[config.mk]
export PLATFORM = sky130hd
export DESIGN_NAME = timer_zero_counter
export DESIGN_NICKNAME = d
export VERILOG_FILES = /design/src/timer_zero_pkg.sv /design/src/edge_sync.sv /design/src/prescaler.sv /design/src/timer_zero_counter.sv
export SDC_FILE = /design/constraint.sdc
export NUM_CORES = 1
export LEC_CHECK = 0
export ABC_AREA = 1
export BUFFER_PORTS_ARGS = -buffer_cell sky130_fd_sc_hd__buf_2
export CORE_UTILIZATION = 45
export DETAILED_ROUTE_END_ITERATION = 8
export PLACE_DENSITY = 0.71
export RECOVER_POWER = 25
export SETUP_SLACK_MARGIN = 0.4
export SYNTH_ARGS = -nofsm -noshare
export SYNTH_HDL_FRONTEND = slang
export SYNTH_SLANG_ARGS = --single-unit
[constraint.sdc]
create_clock -name core_clk -period 1.98 [get_ports core_clk]
set_input_delay 0.297 -clock core_clk [delete_from_list [all_inputs] [get_ports core_clk]]
set_output_delay 0.297 -clock core_clk [all_outputs]
set_load 0.1 [all_outputs]
[src/timer_zero_pkg.sv]
// Package for the 8/16-bit timer/counter: register offsets, fields, resets.
// Assumes a plain one-cycle register port and a single 100 MHz core clock.
package timer_zero_pkg;
  // Register offsets on the plain register port.
  localparam logic [1:0] OFS_LOW_BYTE = 2'h0;
  localparam logic [1:0] OFS_HIGH_BUFFER = 2'h1;
  localparam logic [1:0] OFS_CONTROL = 2'h2;
  localparam logic [1:0] OFS_STATUS = 2'h3;
  // Control register field positions.
  localparam int BIT_RUN = 7;
  localparam int BIT_WIDTH_SEL = 6;
  localparam int BIT_CLK_SRC = 5;
  localparam int BIT_EDGE_SEL = 4;
  localparam int BIT_PSC_ASSIGN = 3;
  localparam int RATIO_MSB = 2;
  // Status register field positions.
  localparam int BIT_OVF_FLAG = 0;
  localparam int BIT_OVF_IE = 1;
  // Reset values.
  localparam logic [7:0] CONTROL_RESET = 8'hFF;
  localparam logic [7:0] HIGH_BUFFER_RESET = 8'h00;
  localparam logic [7:0] COUNT_RESET = 8'h00;
  // Counting is held off for this many instruction cycles after a count write.
  localparam logic [1:0] WRITE_HOLDOFF = 2'h2;
  // Width of the prescaler counter.
  localparam int PSC_BITS = 8;
endpackage
[src/edge_sync.sv]
// Two-stage synchroniser with an edge detector on the settled level.
// Assumes the input pin is asynchronous to core_clk.
`timescale 1ns/1ps
module edge_sync (
  input wire logic core_clk,
  input wire logic sys_rst,
  input wire logic pin,
  output logic rise,
  output logic fall
);
  logic stage_a;
  logic stage_b;
  logic stage_c;

  // Only stage_b reads stage_a; edges are taken from the later stages.
  always_ff @(posedge core_clk) begin
    if (sys_rst) begin
      stage_a <= 1'b0;
      stage_b <= 1'b0;
      stage_c <= 1'b0;
    end else begin
      stage_a <= pin;
      stage_b <= stage_a;
      stage_c <= stage_b;
    end
  end

  // One-cycle pulses on each settled edge.
  assign rise = stage_b & ~stage_c;
  assign fall = ~stage_b & stage_c;
endmodule

[src/prescaler.sv]
// Hidden 8-bit prescaler producing one tick per 2^(ratio+1) input events.
// Assumes event_in is in the core_clk domain; each cycle it stays high counts one event.
`timescale 1ns/1ps
module prescaler #(
  parameter int BITS = timer_zero_pkg::PSC_BITS
) (
  input wire logic core_clk,
  input wire logic sys_rst,
  input wire logic clear,
  input wire logic event_in,
  input wire logic [2:0] ratio,
  output logic tick
);
  logic [BITS-1:0] count;
  logic [BITS-1:0] next_count;

  // The ratio field reaches bit 7 at most, so only an 8-bit counter serves it.
  if (BITS != 8) begin : g_bits_check
    $error("prescaler supports only 8 bits");
  end

  // Tick when all bits up to the selected ratio bit are set before the event.
  always_comb begin
    next_count = count + {{(BITS-1){1'b0}}, 1'b1};
    tick = event_in && (next_count[ratio] == 1'b0) && (count[ratio] == 1'b1);
  end

  // Count events; a clear wins over an event.
  always_ff @(posedge core_clk) begin
    if (sys_rst || clear) begin
      count <= '0;
    end else if (event_in) begin
      count <= next_count;
    end
  end
endmodule

[src/timer_zero_counter.sv]
// Timer/counter top: register port, mode control, 8/16-bit count and overflow flag.
// Assumes one 100 MHz clock, each cycle one instruction cycle, sync reset.
//
// Function
// [RULE_01] Clock-source bit clear: timer mode, one count per instruction cycle.
// [RULE_02] A count write holds counting off for the next two cycles.
// [RULE_03] Clock-source bit set: count edges of the external count pin.
// [RULE_04] Edge bit clear counts rising edges, set counts falling edges.
// [RULE_05] External pin is synchronised; count advances after that delay.
// [RULE_06] Prescaler is a hidden 8-bit counter, not readable or writable.
// [RULE_07] Assign bit clear routes prescaler in; ratio 1:2 to 1:256.
// [RULE_08] Ratio code 000 is 1:2, each higher code doubles.
// [RULE_09] With prescaler assigned, each count write clears the prescaler.
// [RULE_10] That clear leaves the prescaler assignment unchanged.
// [RULE_11] Assignment may change any time, counting continues.
// [RULE_12] Overflow is FFh to 00h in 8-bit mode, FFFFh to 0000h in 16.
// [RULE_13] Overflow sets the flag; request gated by the enable bit.
// [RULE_14] Timer stops during sleep, so no overflow in sleep.
// [RULE_15] Low byte read copies live high byte into the high buffer.
// [RULE_16] Low byte write loads live high byte from the buffer at once.
// [RULE_17] Width bit set gives 8 bits, clear 16; run bit starts or stops.
// [RULE_18] Assign bit set bypasses prescaler; each event counts one.
`timescale 1ns/1ps
module timer_zero_counter (
  input wire logic core_clk,
  input wire logic sys_rst,
  input wire logic [1:0] reg_addr,
  input wire logic [7:0] reg_wdata,
  input wire logic reg_write,
  input wire logic reg_read,
  output logic [7:0] reg_rdata,
  input wire logic count_input_pin,
  input wire logic sleep,
  output logic overflow_irq
);
  logic [7:0] timer_control;
  logic [7:0] timer_high_buffer;
  logic [7:0] low_count;
  logic [7:0] high_count;
  logic overflow_flag;
  logic overflow_irq_enable;
  logic [1:0] holdoff;
  logic pin_rise;
  logic pin_fall;
  logic source_event;
  logic psc_tick;
  logic step;
  logic low_write;
  logic low_read;
  logic wraps;
  logic flag_write;
  logic [15:0] next_count;

  // Control fields decoded from the control register.
  logic timer_run;
  logic width_select;
  logic clock_source_select;
  logic count_edge_select;
  logic prescaler_assign;
  logic [2:0] prescale_ratio_field;
  assign timer_run = timer_control[timer_zero_pkg::BIT_RUN];
  assign width_select = timer_control[timer_zero_pkg::BIT_WIDTH_SEL];
  assign clock_source_select = timer_control[timer_zero_pkg::BIT_CLK_SRC];
  assign count_edge_select = timer_control[timer_zero_pkg::BIT_EDGE_SEL];
  assign prescaler_assign = timer_control[timer_zero_pkg::BIT_PSC_ASSIGN];
  assign prescale_ratio_field = timer_control[timer_zero_pkg::RATIO_MSB:0];

  // Register strobes decoded from the address.
  assign low_write = reg_write && (reg_addr == timer_zero_pkg::OFS_LOW_BYTE);
  assign low_read = reg_read && (reg_addr == timer_zero_pkg::OFS_LOW_BYTE);
  assign flag_write = reg_write && (reg_addr == timer_zero_pkg::OFS_STATUS);

  // External pin synchroniser and edge detector.
  edge_sync u_sync (
    .core_clk(core_clk),
    .sys_rst(sys_rst),
    .pin(count_input_pin),
    .rise(pin_rise),
    .fall(pin_fall)
  ); // see [RULE_05]

  // Pick the counting source: instruction cycle or selected pin edge.
  always_comb begin
    if (clock_source_select) begin
      source_event = count_edge_select ? pin_fall : pin_rise; // see [RULE_03] see [RULE_04]
    end else begin
      source_event = 1'b1; // see [RULE_01]
    end
  end

  // Hidden prescaler; cleared by count writes only while it is assigned.
  prescaler #(
    .BITS(timer_zero_pkg::PSC_BITS)
  ) u_psc (
    .core_clk(core_clk),
    .sys_rst(sys_rst),
    .clear(low_write && !prescaler_assign),
    .event_in(source_event && !prescaler_assign),
    .ratio(prescale_ratio_field),
    .tick(psc_tick)
  ); // see [RULE_06] see [RULE_07] see [RULE_08] see [RULE_09]

  // Step the count from the prescaler or straight from the source event.
  // The assignment bit is read live, so it may change while counting.
  always_comb begin
    if (prescaler_assign) begin
      step = source_event; // see [RULE_18] see [RULE_11]
    end else begin
      step = psc_tick; // see [RULE_07]
    end
    step = step && timer_run && !sleep && (holdoff == 2'h0); // see [RULE_14] see [RULE_02]
  end

  // Overflow and next count for the selected width.
  always_comb begin
    next_count = {high_count, low_count} + 16'h0001;
    if (width_select) begin
      wraps = step && (low_count == 8'hFF); // see [RULE_12] see [RULE_17]
    end else begin
      wraps = step && ({high_count, low_count} == 16'hFFFF); // see [RULE_12]
    end
  end

  // Hold-off counter after any write of the low count byte.
  always_ff @(posedge core_clk) begin
    if (sys_rst) begin
      holdoff <= 2'h0;
    end else if (low_write) begin
      holdoff <= timer_zero_pkg::WRITE_HOLDOFF; // see [RULE_02]
    end else if (holdoff != 2'h0) begin
      holdoff <= holdoff - 2'h1;
    end
  end

  // The live count; a low write loads both bytes at once.
  always_ff @(posedge core_clk) begin
    if (sys_rst) begin
      low_count <= timer_zero_pkg::COUNT_RESET;
      high_count <= timer_zero_pkg::COUNT_RESET;
    end else if (low_write) begin
      low_count <= reg_wdata;
      high_count <= timer_high_buffer; // see [RULE_16]
    end else if (step) begin
      low_count <= next_count[7:0];
      if (!width_select) begin
        high_count <= next_count[15:8]; // see [RULE_17]
      end
    end
  end

  // High buffer: written by software, refreshed by a low-byte read.
  always_ff @(posedge core_clk) begin
    if (sys_rst) begin
      timer_high_buffer <= timer_zero_pkg::HIGH_BUFFER_RESET;
    end else if (reg_write && (reg_addr == timer_zero_pkg::OFS_HIGH_BUFFER)) begin
      timer_high_buffer <= reg_wdata;
    end else if (low_read) begin
      timer_high_buffer <= high_count; // see [RULE_15]
    end
  end

  // Control register; the prescaler clear never touches it.
  always_ff @(posedge core_clk) begin
    if (sys_rst) begin
      timer_control <= timer_zero_pkg::CONTROL_RESET;
    end else if (reg_write && (reg_addr == timer_zero_pkg::OFS_CONTROL)) begin
      timer_control <= reg_wdata; // see [RULE_10]
    end
  end

  // Overflow flag: set wins over a software clear in the same cycle.
  always_ff @(posedge core_clk) begin
    if (sys_rst) begin
      overflow_flag <= 1'b0;
      overflow_irq_enable <= 1'b0;
    end else begin
      if (flag_write) begin
        overflow_irq_enable <= reg_wdata[timer_zero_pkg::BIT_OVF_IE];
      end
      if (wraps) begin
        overflow_flag <= 1'b1; // see [RULE_13]
      end else if (flag_write) begin
        overflow_flag <= reg_wdata[timer_zero_pkg::BIT_OVF_FLAG];
      end
    end
  end

  // Request is the flag gated by its enable.
  assign overflow_irq = overflow_flag && overflow_irq_enable; // see [RULE_13]

  // Read data, one cycle after the read strobe; unmapped reads return zero.
  always_ff @(posedge core_clk) begin
    if (sys_rst) begin
      reg_rdata <= 8'h00;
    end else if (reg_read) begin
      case (reg_addr)
        timer_zero_pkg::OFS_LOW_BYTE: reg_rdata <= low_count;
        timer_zero_pkg::OFS_HIGH_BUFFER: reg_rdata <= timer_high_buffer;
        timer_zero_pkg::OFS_CONTROL: reg_rdata <= timer_control;
        timer_zero_pkg::OFS_STATUS: reg_rdata <= {6'h00, overflow_irq_enable, overflow_flag};
        default: reg_rdata <= 8'h00;
      endcase
    end else begin
      reg_rdata <= 8'h00;
    end
  end

  // Checks on the documented behaviour.
  a_holdoff_two: assert property (@(posedge core_clk) disable iff (sys_rst)
    low_write |=> !step ##1 !step) else $error("count advanced during write hold-off"); // see [RULE_02]
  a_timer_steps: assert property (@(posedge core_clk) disable iff (sys_rst)
    (!clock_source_select && prescaler_assign && timer_run && !sleep && holdoff == 2'h0
     && !reg_write) |=> low_count == $past(low_count) + 8'h01)
    else $error("timer mode did not advance by one"); // see [RULE_01]
  a_pin_rise: assert property (@(posedge core_clk) disable iff (sys_rst)
    (clock_source_select && !count_edge_select && prescaler_assign) |-> source_event == pin_rise)
    else $error("rising edge not selected"); // see [RULE_04]
  a_pin_fall: assert property (@(posedge core_clk) disable iff (sys_rst)
    (clock_source_select && count_edge_select) |-> source_event == pin_fall)
    else $error("falling edge not selected"); // see [RULE_03]
  a_sync_delay: assert property (@(posedge core_clk) disable iff (sys_rst)
    pin_rise |-> $past(count_input_pin, 2) && !$past(count_input_pin, 3))
    else $error("edge not delayed by synchroniser"); // see [RULE_05]
  a_sleep_stops: assert property (@(posedge core_clk) disable iff (sys_rst)
    (sleep && !reg_write) |=> {high_count, low_count} == $past({high_count, low_count}))
    else $error("count moved in sleep"); // see [RULE_14]
  a_stop_holds: assert property (@(posedge core_clk) disable iff (sys_rst)
    (!timer_run && !reg_write) |=> !overflow_flag || $past(overflow_flag))
    else $error("overflow while stopped"); // see [RULE_17]
  a_ovf_eight: assert property (@(posedge core_clk) disable iff (sys_rst)
    (step && width_select && low_count == 8'hFF && !low_write) |=> overflow_flag && low_count == 8'h00)
    else $error("8-bit wrap missed"); // see [RULE_12]
  a_ovf_sixteen: assert property (@(posedge core_clk) disable iff (sys_rst)
    (step && !width_select && low_count == 8'hFF && high_count != 8'hFF && !reg_write)
    |=> high_count == $past(high_count) + 8'h01 && overflow_flag == $past(overflow_flag))
    else $error("16-bit carry wrong"); // see [RULE_12]
  a_irq_gate: assert property (@(posedge core_clk) disable iff (sys_rst)
    !overflow_irq_enable |-> !overflow_irq) else $error("masked request asserted"); // see [RULE_13]
  a_buffer_copy: assert property (@(posedge core_clk) disable iff (sys_rst)
    low_read |=> timer_high_buffer == $past(high_count)) else $error("high copy missed"); // see [RULE_15]
  a_write_both: assert property (@(posedge core_clk) disable iff (sys_rst)
    low_write |=> high_count == $past(timer_high_buffer) && low_count == $past(reg_wdata))
    else $error("16-bit write not atomic"); // see [RULE_16]
  a_ctrl_kept: assert property (@(posedge core_clk) disable iff (sys_rst)
    low_write |=> timer_control == $past(timer_control)) else $error("assignment changed"); // see [RULE_10]

  // Source selection and the gates in front of the count.
  a_src_timer: assert property (@(posedge core_clk) disable iff (sys_rst) // see [RULE_01]
    !clock_source_select |-> source_event)
    else $error("timer mode lost the cycle event");
  a_step_gates: assert property (@(posedge core_clk) disable iff (sys_rst) // see [RULE_14]
    (!timer_run || sleep || holdoff != 2'h0) |-> !step)
    else $error("count stepped while gated");
  a_bypass_step: assert property (@(posedge core_clk) disable iff (sys_rst) // see [RULE_18]
    (prescaler_assign && source_event && timer_run && !sleep && holdoff == 2'h0) |-> step)
    else $error("bypassed event did not step");
  a_psc_route: assert property (@(posedge core_clk) disable iff (sys_rst) // see [RULE_07]
    (!prescaler_assign && !psc_tick) |-> !step)
    else $error("step without prescaler tick");

  // The hidden prescaler: cleared by count writes, idle while bypassed.
  a_psc_clear: assert property (@(posedge core_clk) disable iff (sys_rst) // see [RULE_09]
    (low_write && !prescaler_assign) |=> u_psc.count == 8'h00)
    else $error("prescaler not cleared by count write");
  a_psc_quiet: assert property (@(posedge core_clk) disable iff (sys_rst) // see [RULE_18]
    prescaler_assign |=> u_psc.count == $past(u_psc.count))
    else $error("bypassed prescaler moved");
  a_ratio_tick: assert property (@(posedge core_clk) disable iff (sys_rst) // see [RULE_08]
    (!prescaler_assign && psc_tick) |-> u_psc.count[prescale_ratio_field])
    else $error("tick off the selected ratio bit");

  // Width, run bit and the full 16-bit wrap.
  a_narrow_high: assert property (@(posedge core_clk) disable iff (sys_rst) // see [RULE_17]
    (step && width_select && !reg_write) |=> high_count == $past(high_count))
    else $error("high byte moved in 8-bit mode");
  a_stop_frozen: assert property (@(posedge core_clk) disable iff (sys_rst) // see [RULE_17]
    (!timer_run && !reg_write) |=> {high_count, low_count} == $past({high_count, low_count}))
    else $error("stopped count moved");
  a_ovf_wide: assert property (@(posedge core_clk) disable iff (sys_rst) // see [RULE_12]
    (step && !width_select && {high_count, low_count} == 16'hFFFF && !reg_write)
    |=> overflow_flag && {high_count, low_count} == 16'h0000)
    else $error("16-bit wrap missed");

  // Flag, request and the register port.
  a_flag_sticky: assert property (@(posedge core_clk) disable iff (sys_rst) // see [RULE_13]
    (overflow_flag && !flag_write) |=> overflow_flag)
    else $error("overflow flag dropped by itself");
  a_irq_raised: assert property (@(posedge core_clk) disable iff (sys_rst) // see [RULE_13]
    (overflow_flag && overflow_irq_enable) |-> overflow_irq)
    else $error("enabled request missing");
  a_ctrl_write: assert property (@(posedge core_clk) disable iff (sys_rst) // see [RULE_11]
    (reg_write && reg_addr == timer_zero_pkg::OFS_CONTROL) |=> timer_control == $past(reg_wdata))
    else $error("control write not taken");
  a_low_readback: assert property (@(posedge core_clk) disable iff (sys_rst) // see [RULE_15]
    low_read |=> reg_rdata == $past(low_count))
    else $error("low byte read wrong");
  a_rdata_idle: assert property (@(posedge core_clk) disable iff (sys_rst)
    !reg_read |=> reg_rdata == 8'h00)
    else $error("read data not cleared");

  c_overflow: cover property (@(posedge core_clk) disable iff (sys_rst) wraps);
  c_pin_count: cover property (@(posedge core_clk) disable iff (sys_rst)
    clock_source_select && step);
  c_psc_tick: cover property (@(posedge core_clk) disable iff (sys_rst) psc_tick && step);
  c_low_read: cover property (@(posedge core_clk) disable iff (sys_rst) low_read ##1 reg_read);
  c_sleep_run: cover property (@(posedge core_clk) disable iff (sys_rst) sleep && timer_run);
endmodule

# After elaboration in Yosys (flattened, before gate mapping)
# Index checks and enable logic that the tools add are counted.
[classes]
n_reduce_logical = 28
add_sub_neg = 3
bitwise_logic = 6
n_mux = 20
n_eq_ne = 6
n_lt_le_gt_ge = 1
[op_table]
columns = ["operator", "count"]
rows = [
  ["8-bit two-way mux", 7],
  ["8-bit one-hot mux with 4 select lines", 1],
  ["16-bit by 1-bit adder with 16-bit output (second input constant)", 1],
  ["16-bit == test (second input constant)", 1],
  ["1-bit logical AND", 15],
  ["2-bit nonzero test", 5],
  ["8-bit by 1-bit adder with 8-bit output (second input constant)", 1],
  ["8-bit == test (second input constant)", 1],
  ["1-bit two-way mux", 8],
  ["1-bit binary-select mux with 3-bit select", 2],
  ["2-bit == test (second input constant)", 2],
  ["2-bit zero test", 2],
  ["3-bit by 4-bit less-than comparator with 1-bit output (second input constant)", 1],
  ["2-bit two-way mux", 2],
  ["1-bit inverter", 4],
  ["2-bit OR reduction", 2],
  ["1-bit AND", 2],
  ["2-bit by 1-bit == test with 1-bit output (second input constant)", 1],
  ["1-bit zero test", 2],
  ["2-bit by 1-bit != test with 1-bit output (second input constant)", 1],
  ["2-bit AND reduction", 1],
  ["2-bit by 1-bit subtractor with 2-bit output (second input constant)", 1],
  ["1-bit logical OR", 1],
]
[totals]
ff_bits = 55
output_inout_bits = 9

# Logic depth before layout (Yosys ltp)
# Gate-level depths: netlist of run 1.
[depth]
depth_word = 14
depth_mapped = 14

# Modules after synthesis
# A second synthesis of run 1 with hierarchy kept.
[unflattened]
hier_cells = 449
area_unflattened_um2 = 3002.9
[by_module_without_submodules]
columns = ["mod", "seq_area_each_um2", "n_inst", "area_per_inst_um2", "cells_per_inst"]
rows = [
  ["timer_zero_counter", 880.8, 1, 2388.5, 360],
  ["prescaler", 160.2, 1, 520.5, 77],
  ["edge_sync", 60.1, 1, 93.8, 12],
]

# Worst setup path before layout of run 1
# OpenSTA, ideal clock, no wires.
[synth_path]
path_type = "register to register"
start = "register u_psc.count[0]"
end = "register high_count[0]"
path_stages_with_launch = 14
t_required_ps = 1910
setup_time_ps = 70
path_slack_ps = 326
n_path_buf = 0
arrival_ps = 1584
period_less_slack_ps = 1654
path_cell_list = "dfxtp_1 -> ha_1 -> nand2_1 -> nor2_1 -> nand3_1 -> nand3_1 -> nand3_1 -> nand2_1 -> nand2_2 -> nand2_4 -> nand3_4 -> nand2_8 -> nand2_2 -> a21oi_2"
[synth_between]
elab_chain_cells = 12
elab_cells_between_ends = 14
cone_classes = "1 x add/sub; 5 x mux; 1 x bitwise; 7 x reduce/logical"
[synth_lines]
columns = ["element", "line_no", "text"]
rows = [
  ["from (decl)", "prescaler.sv:14", "logic [BITS-1:0] count;"],
  ["from (signal assigned)", "prescaler.sv:33", "count <= next_count;"],
  ["8-bit by 1-bit adder with 8-bit output", "prescaler.sv:24", "next_count = count + {{(BITS-1){1'b0}}, 1'b1};"],
  ["1-bit binary-select mux with 3-bit select", "prescaler.sv:25", "tick = event_in && (next_count[ratio] == 1'b0) && (count[ratio] == 1'b1);"],
  ["1-bit two-way mux (implied by the code)", "prescaler.sv:25", ""],
  ["1-bit inverter", "prescaler.sv:25", ""],
  ["1-bit logical AND", "prescaler.sv:25", ""],
  ["1-bit logical AND (*)", "prescaler.sv:25", ""],
  ["1-bit two-way mux (*)", "timer_zero_counter.sv:106", "if (prescaler_assign) begin"],
  ["1-bit logical AND (*) (3 in a row)", "timer_zero_counter.sv:111", "step = step && timer_run && !sleep && (holdoff == 2'h0);"],
  ["2-bit nonzero test (no line) (*)", "--", ""],
  ["2-bit AND reduction (no line) (*)", "--", ""],
  ["to (signal assigned)", "timer_zero_counter.sv:139", "high_count <= timer_zero_pkg::COUNT_RESET;"],
  ["to (signal assigned)", "timer_zero_counter.sv:142", "high_count <= timer_high_buffer;"],
  ["to (signal assigned)", "timer_zero_counter.sv:146", "high_count <= next_count[15:8];"],
  ["to (decl)", "timer_zero_counter.sv:39", "logic [7:0] high_count;"],
]
# Every way passes the cells marked *; elsewhere a longest branch is shown, timed or not. The select of a mux whose other input is x is not followed.
# A chain may end at the register's enable or synchronous reset.

# Final worst setup path of run 1
[layout_path]
start = "register u_psc.count[0]"
end = "register u_psc.count[6]"
[layout_between]
elab_chain_cells = 1
[layout_lines]
columns = ["element", "line_no"]
rows = [
  ["8-bit by 1-bit adder with 8-bit output", "prescaler.sv:24"],
]
# No other way between the ends.

==> results of run 1 <==
worst max path at each step:
stage,start,end,slack (ns),cells after the start
finish,u_psc.count[0]$_SDFFE_PP0N_,u_psc.count[6]$_SDFFE_PP0N_,0.12,12
global route,low_count[2]$_SDFFE_PP0P_,high_count[6]$_SDFFE_PP0P_,0.07,11
CTS,u_psc.count[0]$_SDFFE_PP0N_,high_count[4]$_SDFFE_PP0P_,0.27,13
detailed placement,low_count[0]$_SDFFE_PP0P_,high_count[6]$_SDFFE_PP0P_,0.20,11
global placement,u_psc.count[0]$_SDFFE_PP0N_,high_count[0]$_SDFFE_PP0P_,0.20,13
floorplan,u_psc.count[1]$_SDFFE_PP0N_,high_count[0]$_SDFFE_PP0P_,0.40,13
area by class of cell:
class | instances | share of cell area (%)
clock buffers | 6 | 2.32
clock inverters | 1 | 0.140
inverters | 62 | 6.53
multi-input cells | 302 | 48.4
flip-flops and latches | 55 | 31.6
well taps | 77 | 2.70
repair buffers | 49 | 8.39
registers in the layout (all words and copies together) (netlist names):
name                 flops
timer_high_buffer        8
u_sync.stage_a           1
overflow_irq_enable      1
overflow_flag            1
u_psc.count              8
u_sync.stage_b           1
high_count               8
low_count                8
u_sync.stage_c           1
timer_control            8
holdoff                  2
reg_rdata                8
metal layers:
metal | track usage, % | up-vias | share of wire (%)
li1 | - | 1523 | -
met5 | 0 | - | 0
met3 | 4.35 | 12 | 8.9
met1 | 31.2 | 1396 | 43
met2 | 38.0 | 119 | 47
met4 | 8.01 | 0 | 1.4
timing repair:
action | in CTS | in global routing
endpoints found under the hold margin | 0 | 0
pin swaps | 5 | 15
endpoints found under the setup margin | 17 | 18
gates cloned | 2 | 0
buffers inserted | 10 | 6
resized for setup | 15 | 18
cells in the mapped netlist, drive strengths merged:
cell type | number | area share [%]
o31ai | 1 | 0.25
o22ai | 3 | 0.63
a31oi | 5 | 1.5
ha | 2 | 0.83
dfxtp | 55 | 37
inv | 61 | 7.6
nand2 | 88 | 13
buf | 4 | 0.71
clkinv | 1 | 0.12
a211oi | 3 | 0.75
nand4 | 3 | 0.63
nand3 | 41 | 7.4
mux2i | 1 | 0.33
o211ai | 10 | 2.5
o21ai | 43 | 7.2
xor2 | 4 | 1.2
or2 | 1 | 0.21
a221oi | 2 | 0.58
o21bai | 1 | 0.25
a21oi | 36 | 7.0
nor3b | 2 | 0.50
nor3 | 9 | 1.9
o221ai | 3 | 0.88
nor2 | 42 | 6.2
clkbuf | 8 | 1.0
cell usage in the layout (no fill, tap or decap), types with 2 or more instances in the layout:
cell type,instances
xor2_1,4
a211oi_1,3
inv_2,7
clkbuf_8,6
dfxtp_2,5
a21oi_2,9
clkbuf_1,3
a21oi_1,27
nor2_1,33
nand2_4,4
nand2_8,2
nand3_1,34
o221ai_1,3
nand4_1,3
o21ai_0,23
inv_1,54
buf_2,23
o21ai_1,19
a221oi_1,2
dfxtp_1,45
nor2_2,6
a31oi_1,4
o22ai_1,3
nand2_2,15
o211ai_1,10
nor3_1,8
buf_4,23
nand3_2,7
nor2_4,3
dfxtp_4,5
nand2_1,68
nor3b_1,2
power groups by stage:
stage          clock, mW  sequential [mW]  combinational [mW]
2_1_floorplan          0             1.22               0.156
3_3_place_gp           0             1.19               0.274
3_5_place_dp           0             1.19               0.275
4_1_cts            0.648             1.16               0.286
5_1_grt            0.693             1.17               0.321
6_report           0.634             1.16               0.296
through the flow:
| step | util (%) | power [mW] | worst slack (ns) |
|---|---|---|---|
| 6_report | 55.8 | 2.09 | 0.118 |
| 3_5_place_dp | 50.9 | 1.47 | 0.195 |
| 5_1_grt | 55.8 | 2.18 | 0.0665 |
| 4_1_cts | 54.2 | 2.10 | 0.271 |
| 3_3_place_gp | 50.9 | 1.46 | 0.199 |
| 2_1_floorplan | - | 1.38 | 0.402 |
worst min-delay path: stages:
cell and delay [ns]:
buf_2 0.07, inv_1 0.03, nor2_1 0.06
cell families (layout without fill, tap and decap cells):
group	Yosys count	after routing
AO/OA/AOI/OAI	107	107
XOR/XNOR	4	4
adder cells (fa/ha/maj)	2	2
buffers and inverters	74	118
flip-flops	55	55
multiplexers	1	1
AND/OR/NAND/NOR	186	188
==> summary.txt, run 1 <==
Logic synthesis
  • Synth Area in Simple Gates: roughly 30%
  • Largest family of logic cells by synthesized area: simple AND/OR/NAND/NOR gates
  • Post-synthesis compound-gate area fraction: between 20% and 30%
  • Adder-cell share of the synthesized area: less than 1%
  • Unique cell type count in the Yosys netlist: 39
  • Synthesis Warnings: 0
  • Mapped cell area: 3000 um2
  • Sequential area share after synthesis: a little under two fifths
  • Mapped Cells: ~430
  • Post-synth net total: 447
  • XOR/XNOR share of the synthesized area: ~1.2%
  • Seq cells post-synth: 55
  • Syn_area_per_cell: around 7.0 um2
  • Mux contribution to synthesized area: less than 1%

Detailed routing
  • 1st-pass router iterations: 5
  • WL/cell: approximately 15 um
  • Residual DRC: 0
  • Initial DRC Count: between 200 and 250
  • Vias per cell: 5.53
  • Routed wire length: just over 8000 um
  • Vias: between 3000 and 4000
  • Post-DRT Antenna Nets: 0

Place
  • Cell count after placement: 527
  • I/O Buffers: 24
  • GPL Wtd Cong: 0.973
  • Placed instance area: between 3000 and 4000 um2
  • Hpwl dp: 5790 um

Worst setup path
  • Family with the most delay on the worst path: buffers and inverters
  • Worst Path Required: around 2.2 ns
  • Slowest stage cell, crit path: dfxtp_4
  • CP dominant cell by count: buf_4
  • Crit start category: flip-flop
  • CP arrival: between 2 and 2.5 ns
  • Number of buffers and inverters on the critical path: 6
  • Slowest Stage Delay on Critical Path: 0.39 ns
  • Worst r2r path cells: 12
  • Worst R2R End: u_psc.count[6]$_SDFFE_PP0N_
  • Type of the worst setup path: reg2reg
  • R2r setup slk: 0.12 ns
  • CP endpoint kind: flip-flop
  • CP max FO: 4
  • FF-to-FF Start: u_psc.count[0]$_SDFFE_PP0N_
  • Cells along the critical path: ha_4 -> nand2_4 -> nor2_4 -> nand3_2 -> buf_4 -> buf_4 -> buf_4 -> buf_4 -> buf_4 -> buf_4 -> a21oi_1 -> nor2_1

STA
  • RSZ-0062 raised after global routing: yes
  • Period utilization: between 90% and 100%
  • Max Freq: 0.537 GHz
  • Total Neg Setup Slack: 0 ns
  • Final setup viols: 0
  • Min cycle time layout: around 1.9 ns
  • Worst rel slew slack: between 60% and 70%
  • Worst Tran Pin Value: 0.524 ns
  • Final Hold Violating Endpoints: 0
  • Slew Limit Fails: 0
  • Fin Hold WS: slightly above 0.2 ns
  • Clock skew: 0.0142 ns

Power
  • Clock power share: just over 30%
  • NetSw: 0.597 mW
  • Comb power frac: approximately 14%
  • Leakage power: 1.49 nW
  • Seq pwr share: around 56%
  • P per Cell Area: 587 nW/um2
  • Internal power: around 1.5 mW
  • VDD IR-drop max: 0.000357 V
  • Switch share: between 20% and 30%

Floorplan
  • IO Count: 25
  • Die Ht: 83.7 um
  • Initial core utilization: roughly 47%
  • Die X: between 80 and 90 um
  • CORE AREA: 6390 um2
  • Die area: approximately 7000 um2
  • Core Rows: 29

Cells and area
  • Synthesis-to-layout area growth: 18.8%
  • Multi-input logic area: around 1700 um2
  • Layout Cells excl Fill: about 550
  • Layout net count: around 500
  • Ratio of cells with drive above 1 in the final layout: 25.9%
  • Filler Cell Count: between 600 and 700
  • Diode count: 0
  • Cell area after layout: ~3600 um2
  • Register area: between 1000 and 1500 um2

Clocking
  • Total CTS buffers: 5
  • Hold buffers post-CTS: 0
  • H-tree depth: 2
  • Clk slew on worst S/H paths: 0.10 ns
  • CTS tree: yes
  • Maximum clock path buffer count: 2
  • Clk sink count: 55
  • Root Driver: clkbuf_8
  • Clk Latency, worst-skew pair: slightly above 0.3 ns

Hold path
  • Hold Crit Class: in2reg
  • Hold Path Depth: 3
  • Hold_sp: count_input_pin
  • Worst Hold End: u_sync.stage_a$_SDFF_PP0_

Global route
  • Gr ovfl total: 0
  • Initial antenna violation count: 0
  • Largest net degree at the start of global routing: 28
  • Number of global-route vias before repair: between 2000 and 3000
  • Total Routing Usage GR: 23.4%
  • Global-route wire length before repair: roughly 13000 um

Outcome
  • Outcome: finished, final reports clean

Flow run
  • Max-cap violation count: 0
Power figures use the tool's default switching activity.
==> run 2, diff against run 1 <==
--- a/config.mk
+++ b/config.mk
@@ -9,6 +9,7 @@
 export BUFFER_PORTS_ARGS = -buffer_cell sky130_fd_sc_hd__buf_2
 export CORE_UTILIZATION = 45
 export DETAILED_ROUTE_END_ITERATION = 8
+export GPL_TIMING_DRIVEN = 0
 export PLACE_DENSITY = 0.71
 export RECOVER_POWER = 25
 export SETUP_SLACK_MARGIN = 0.4
==> run 2 against run 1 <==
- count of clock-buffer cells in the layout fell by 1
- sequential power barely moved
- routed wire length fell by 2.0%
- clock skew rose by 0.0025 ns
- cell area fell by 0.32%
- global-route usage rose by 0.089 points
- final cell count rose by 0.18%
- combinational power rose by 1%
- total power rose by 1.6%
- first-iteration DRC count rose by 5.0%
==> summary.txt, run 2 (same netlist as run 1, synthesis figures left out) <==
Place
  • Hpwl dp: 5790 um (about the same)
  • Place WS: -0.0281 ns (was 0.195 ns)
  • GPL Wtd Cong: 0.899 (was 0.973)
  • I/O Buffers: 24 (unchanged)

Power
  • P per Cell Area: 598 nW/um2 (was 587 nW/um2)
  • NetSw: 0.647 mW (was 0.597 mW)
  • Internal power: 1.48 mW (was 1.50 mW)
  • Leakage power: 1.47 nW (was 1.49 nW)
  • Clock power share: 31.1% (was 30.3%)
  • VDD IR-drop max: 0.000420 V (was 0.000357 V)
  • Switch share: 30.5% (was 28.5%)
  • Seq pwr share: 54.7% (was 55.6%)
  • Comb power frac: 14.1% (about the same)

Floorplan
  • Die area: 7000 um2 (unchanged)
  • Core Rows: 29 (unchanged)
  • Die Ht: 83.7 um (unchanged)
  • Initial core utilization: 47.0% (unchanged)
  • Die X: 83.7 um (unchanged)
  • CORE AREA: 6390 um2 (unchanged)
  • IO Count: 25 (unchanged)

Cells and area
  • Ratio of cells with drive above 1 in the final layout: 23.7% (was 25.9%)
  • Most frequent cells in the layout: nand2_1, inv_1, dfxtp_1 (unchanged)
  • Layout net count: 493 (unchanged)
  • Diode count: 0 (unchanged)
  • Synthesis-to-layout area growth: 18.5% (was 18.8%)
  • Commonest non-fill, non-tap cell in the layout: nand2_1 (unchanged)

STA
  • Period utilization: 94.4% (was 94.0%)
  • Min cycle time layout: 1.87 ns (was 1.86 ns)
  • Max Freq: 0.535 GHz (was 0.537 GHz)
  • Clock skew: 0.0167 ns (was 0.0142 ns)
  • Slew Limit Fails: 0 (unchanged)
  • Final setup viols: 0 (unchanged)
  • Fin Hold WS: 0.190 ns (was 0.202 ns)
  • Worst Tran Pin Value: 0.655 ns (was 0.524 ns)
  • Worst rel slew slack: 56.4% (was 65.1%)
  • Final Hold Violating Endpoints: 0 (unchanged)
  • Final setup margin: 0.111 ns (was 0.118 ns)
  • RSZ-0062 raised after global routing: yes (unchanged)

Global route
  • Total Routing Usage GR: 23.5% (was 23.4%)
  • Met3 GRT Util: 3.96% (was 4.35%)
  • Global-route wire length before repair: 13200 um (was 13100 um)
  • Largest net degree at the start of global routing: 19 (was 28)
  • Met2 Usage GRT: 34.7% (was 38.0%)
  • GRT busiest layer: met2 (unchanged)
  • Initial antenna violation count: 0 (unchanged)
  • Number of global-route vias before repair: 2679 (was 2777)
  • Met1 Track Usage GR: 34.3% (was 31.2%)
  • Gr ovfl total: 0 (unchanged)

Worst setup path
  • CP endpoint kind: flip-flop (unchanged)
  • Type of the worst setup path: reg2reg (unchanged)
  • CP max FO: 8 (was 4)
  • Crit start category: flip-flop (unchanged)
  • Worst Path Required: 2.24 ns (was 2.19 ns)
  • CP arrival: 2.13 ns (was 2.07 ns)

Outcome
  • Outcome: finished, final reports clean (unchanged)

Detailed routing
  • WL/cell: 14.7 um (was 15.0 um)
  • 1st-pass router iterations: 4 (was 5)
  • Initial DRC Count: 253 (was 241)
  • Vias per cell: 5.60 (was 5.53)
  • Residual DRC: 0 (unchanged)
  • Vias: 3099 (was 3050)
  • Post-DRT Antenna Nets: 0 (unchanged)
  • Routed wire length: 8120 um (was 8290 um)

Flow run
  • Max-cap violation count: 0 (unchanged)

Clocking
  • Hold buffers post-CTS: 0 (unchanged)
  • H-tree depth: 2 (unchanged)
  • Clk Latency, worst-skew pair: 0.32 ns (was 0.31 ns)
  • Total CTS buffers: 5 (unchanged)
  • CTS tree: yes (unchanged)
  • Clk sink count: 55 (unchanged)
  • Root Driver: clkbuf_8 (unchanged)
  • Maximum clock path buffer count: 2 (unchanged)
  • Clk slew on worst S/H paths: 0.11 ns (was 0.10 ns)

Hold path
  • Hold Crit Class: in2reg (unchanged)
-- run 2: final cells by class --
class	count	area, um2
tap	77	96.3
inverter	62	233
fill	619	2830
multi-input combinational	301	1720
sequential	55	1130
clock inverter	3	22.5
buffer	12	51.3
timing repair buffer	38	233
clock buffer	5	68.8
-- run 2: power groups by stage --
| stage | clock (mW) | combinational, mW | sequential (mW) |
|---|---|---|---|
| final | 0.662 | 0.300 | 1.16 |
| after global routing | 0.711 | 0.326 | 1.17 |
| after CTS | 0.662 | 0.291 | 1.16 |
| after detailed placement | 0 | 0.272 | 1.19 |
| after global placement | 0 | 0.269 | 1.19 |
| after floorplan | 0 | 0.156 | 1.22 |
-- run 2: per-layer routing --
layer,part of all wire [%],up-vias,wire [um]
li1,-,1524,-
met3,7.7,13,628
met1,46,1434,3740
met5,0,-,0
met2,45,128,3630
met4,1.6,0,131
-- run 2: per-stage QoR --
step	power, mW	util (%)	std cells	area [um2]	TNS, ns
2_1_floorplan	1.38	-	429	3020	0
3_3_place_gp	1.46	50.6	530	3230	-0.146
3_5_place_dp	1.46	50.6	530	3230	-0.108
4_1_cts	2.12	54.2	548	3460	0
5_1_grt	2.20	55.7	553	3550	-0.0596
6_report	2.13	55.7	553	3550	0
-- run 2: path summary, 6_finish.rpt --
kind | startpoint | cells after the start | slack (ns) | end
setup / recovery | timer_control[0]$_SDFFE_PP1P_ | 10 | 0.11 | high_count[2]$_SDFFE_PP0P_
hold / removal | count_input_pin | 3 | 0.19 | u_sync.stage_a$_SDFF_PP0_
setup reg to reg | timer_control[0]$_SDFFE_PP1P_ | 10 | 0.11 | high_count[2]$_SDFFE_PP0P_
hold reg to reg | u_sync.stage_a$_SDFF_PP0_ | 2 | 0.41 | u_sync.stage_b$_SDFF_PP0_
-- run 2: worst max-delay path: stages (launching register included) --
cell     delay [ns]
dfxtp_1        0.47
inv_2          0.13
a21oi_1        0.18
o21ai_0        0.16
a21oi_1        0.18
nand2_2        0.08
nand2_4        0.12
nand3_4        0.14
nand2_8        0.15
nand2_2        0.06
a21oi_2        0.11
-- run 2: timing repair --
action,CTS,global route
pin swaps,6,4
gates cloned,1,0
buffers inserted,9,5
gates resized for setup,18,21
endpoints found under the setup margin,21,25
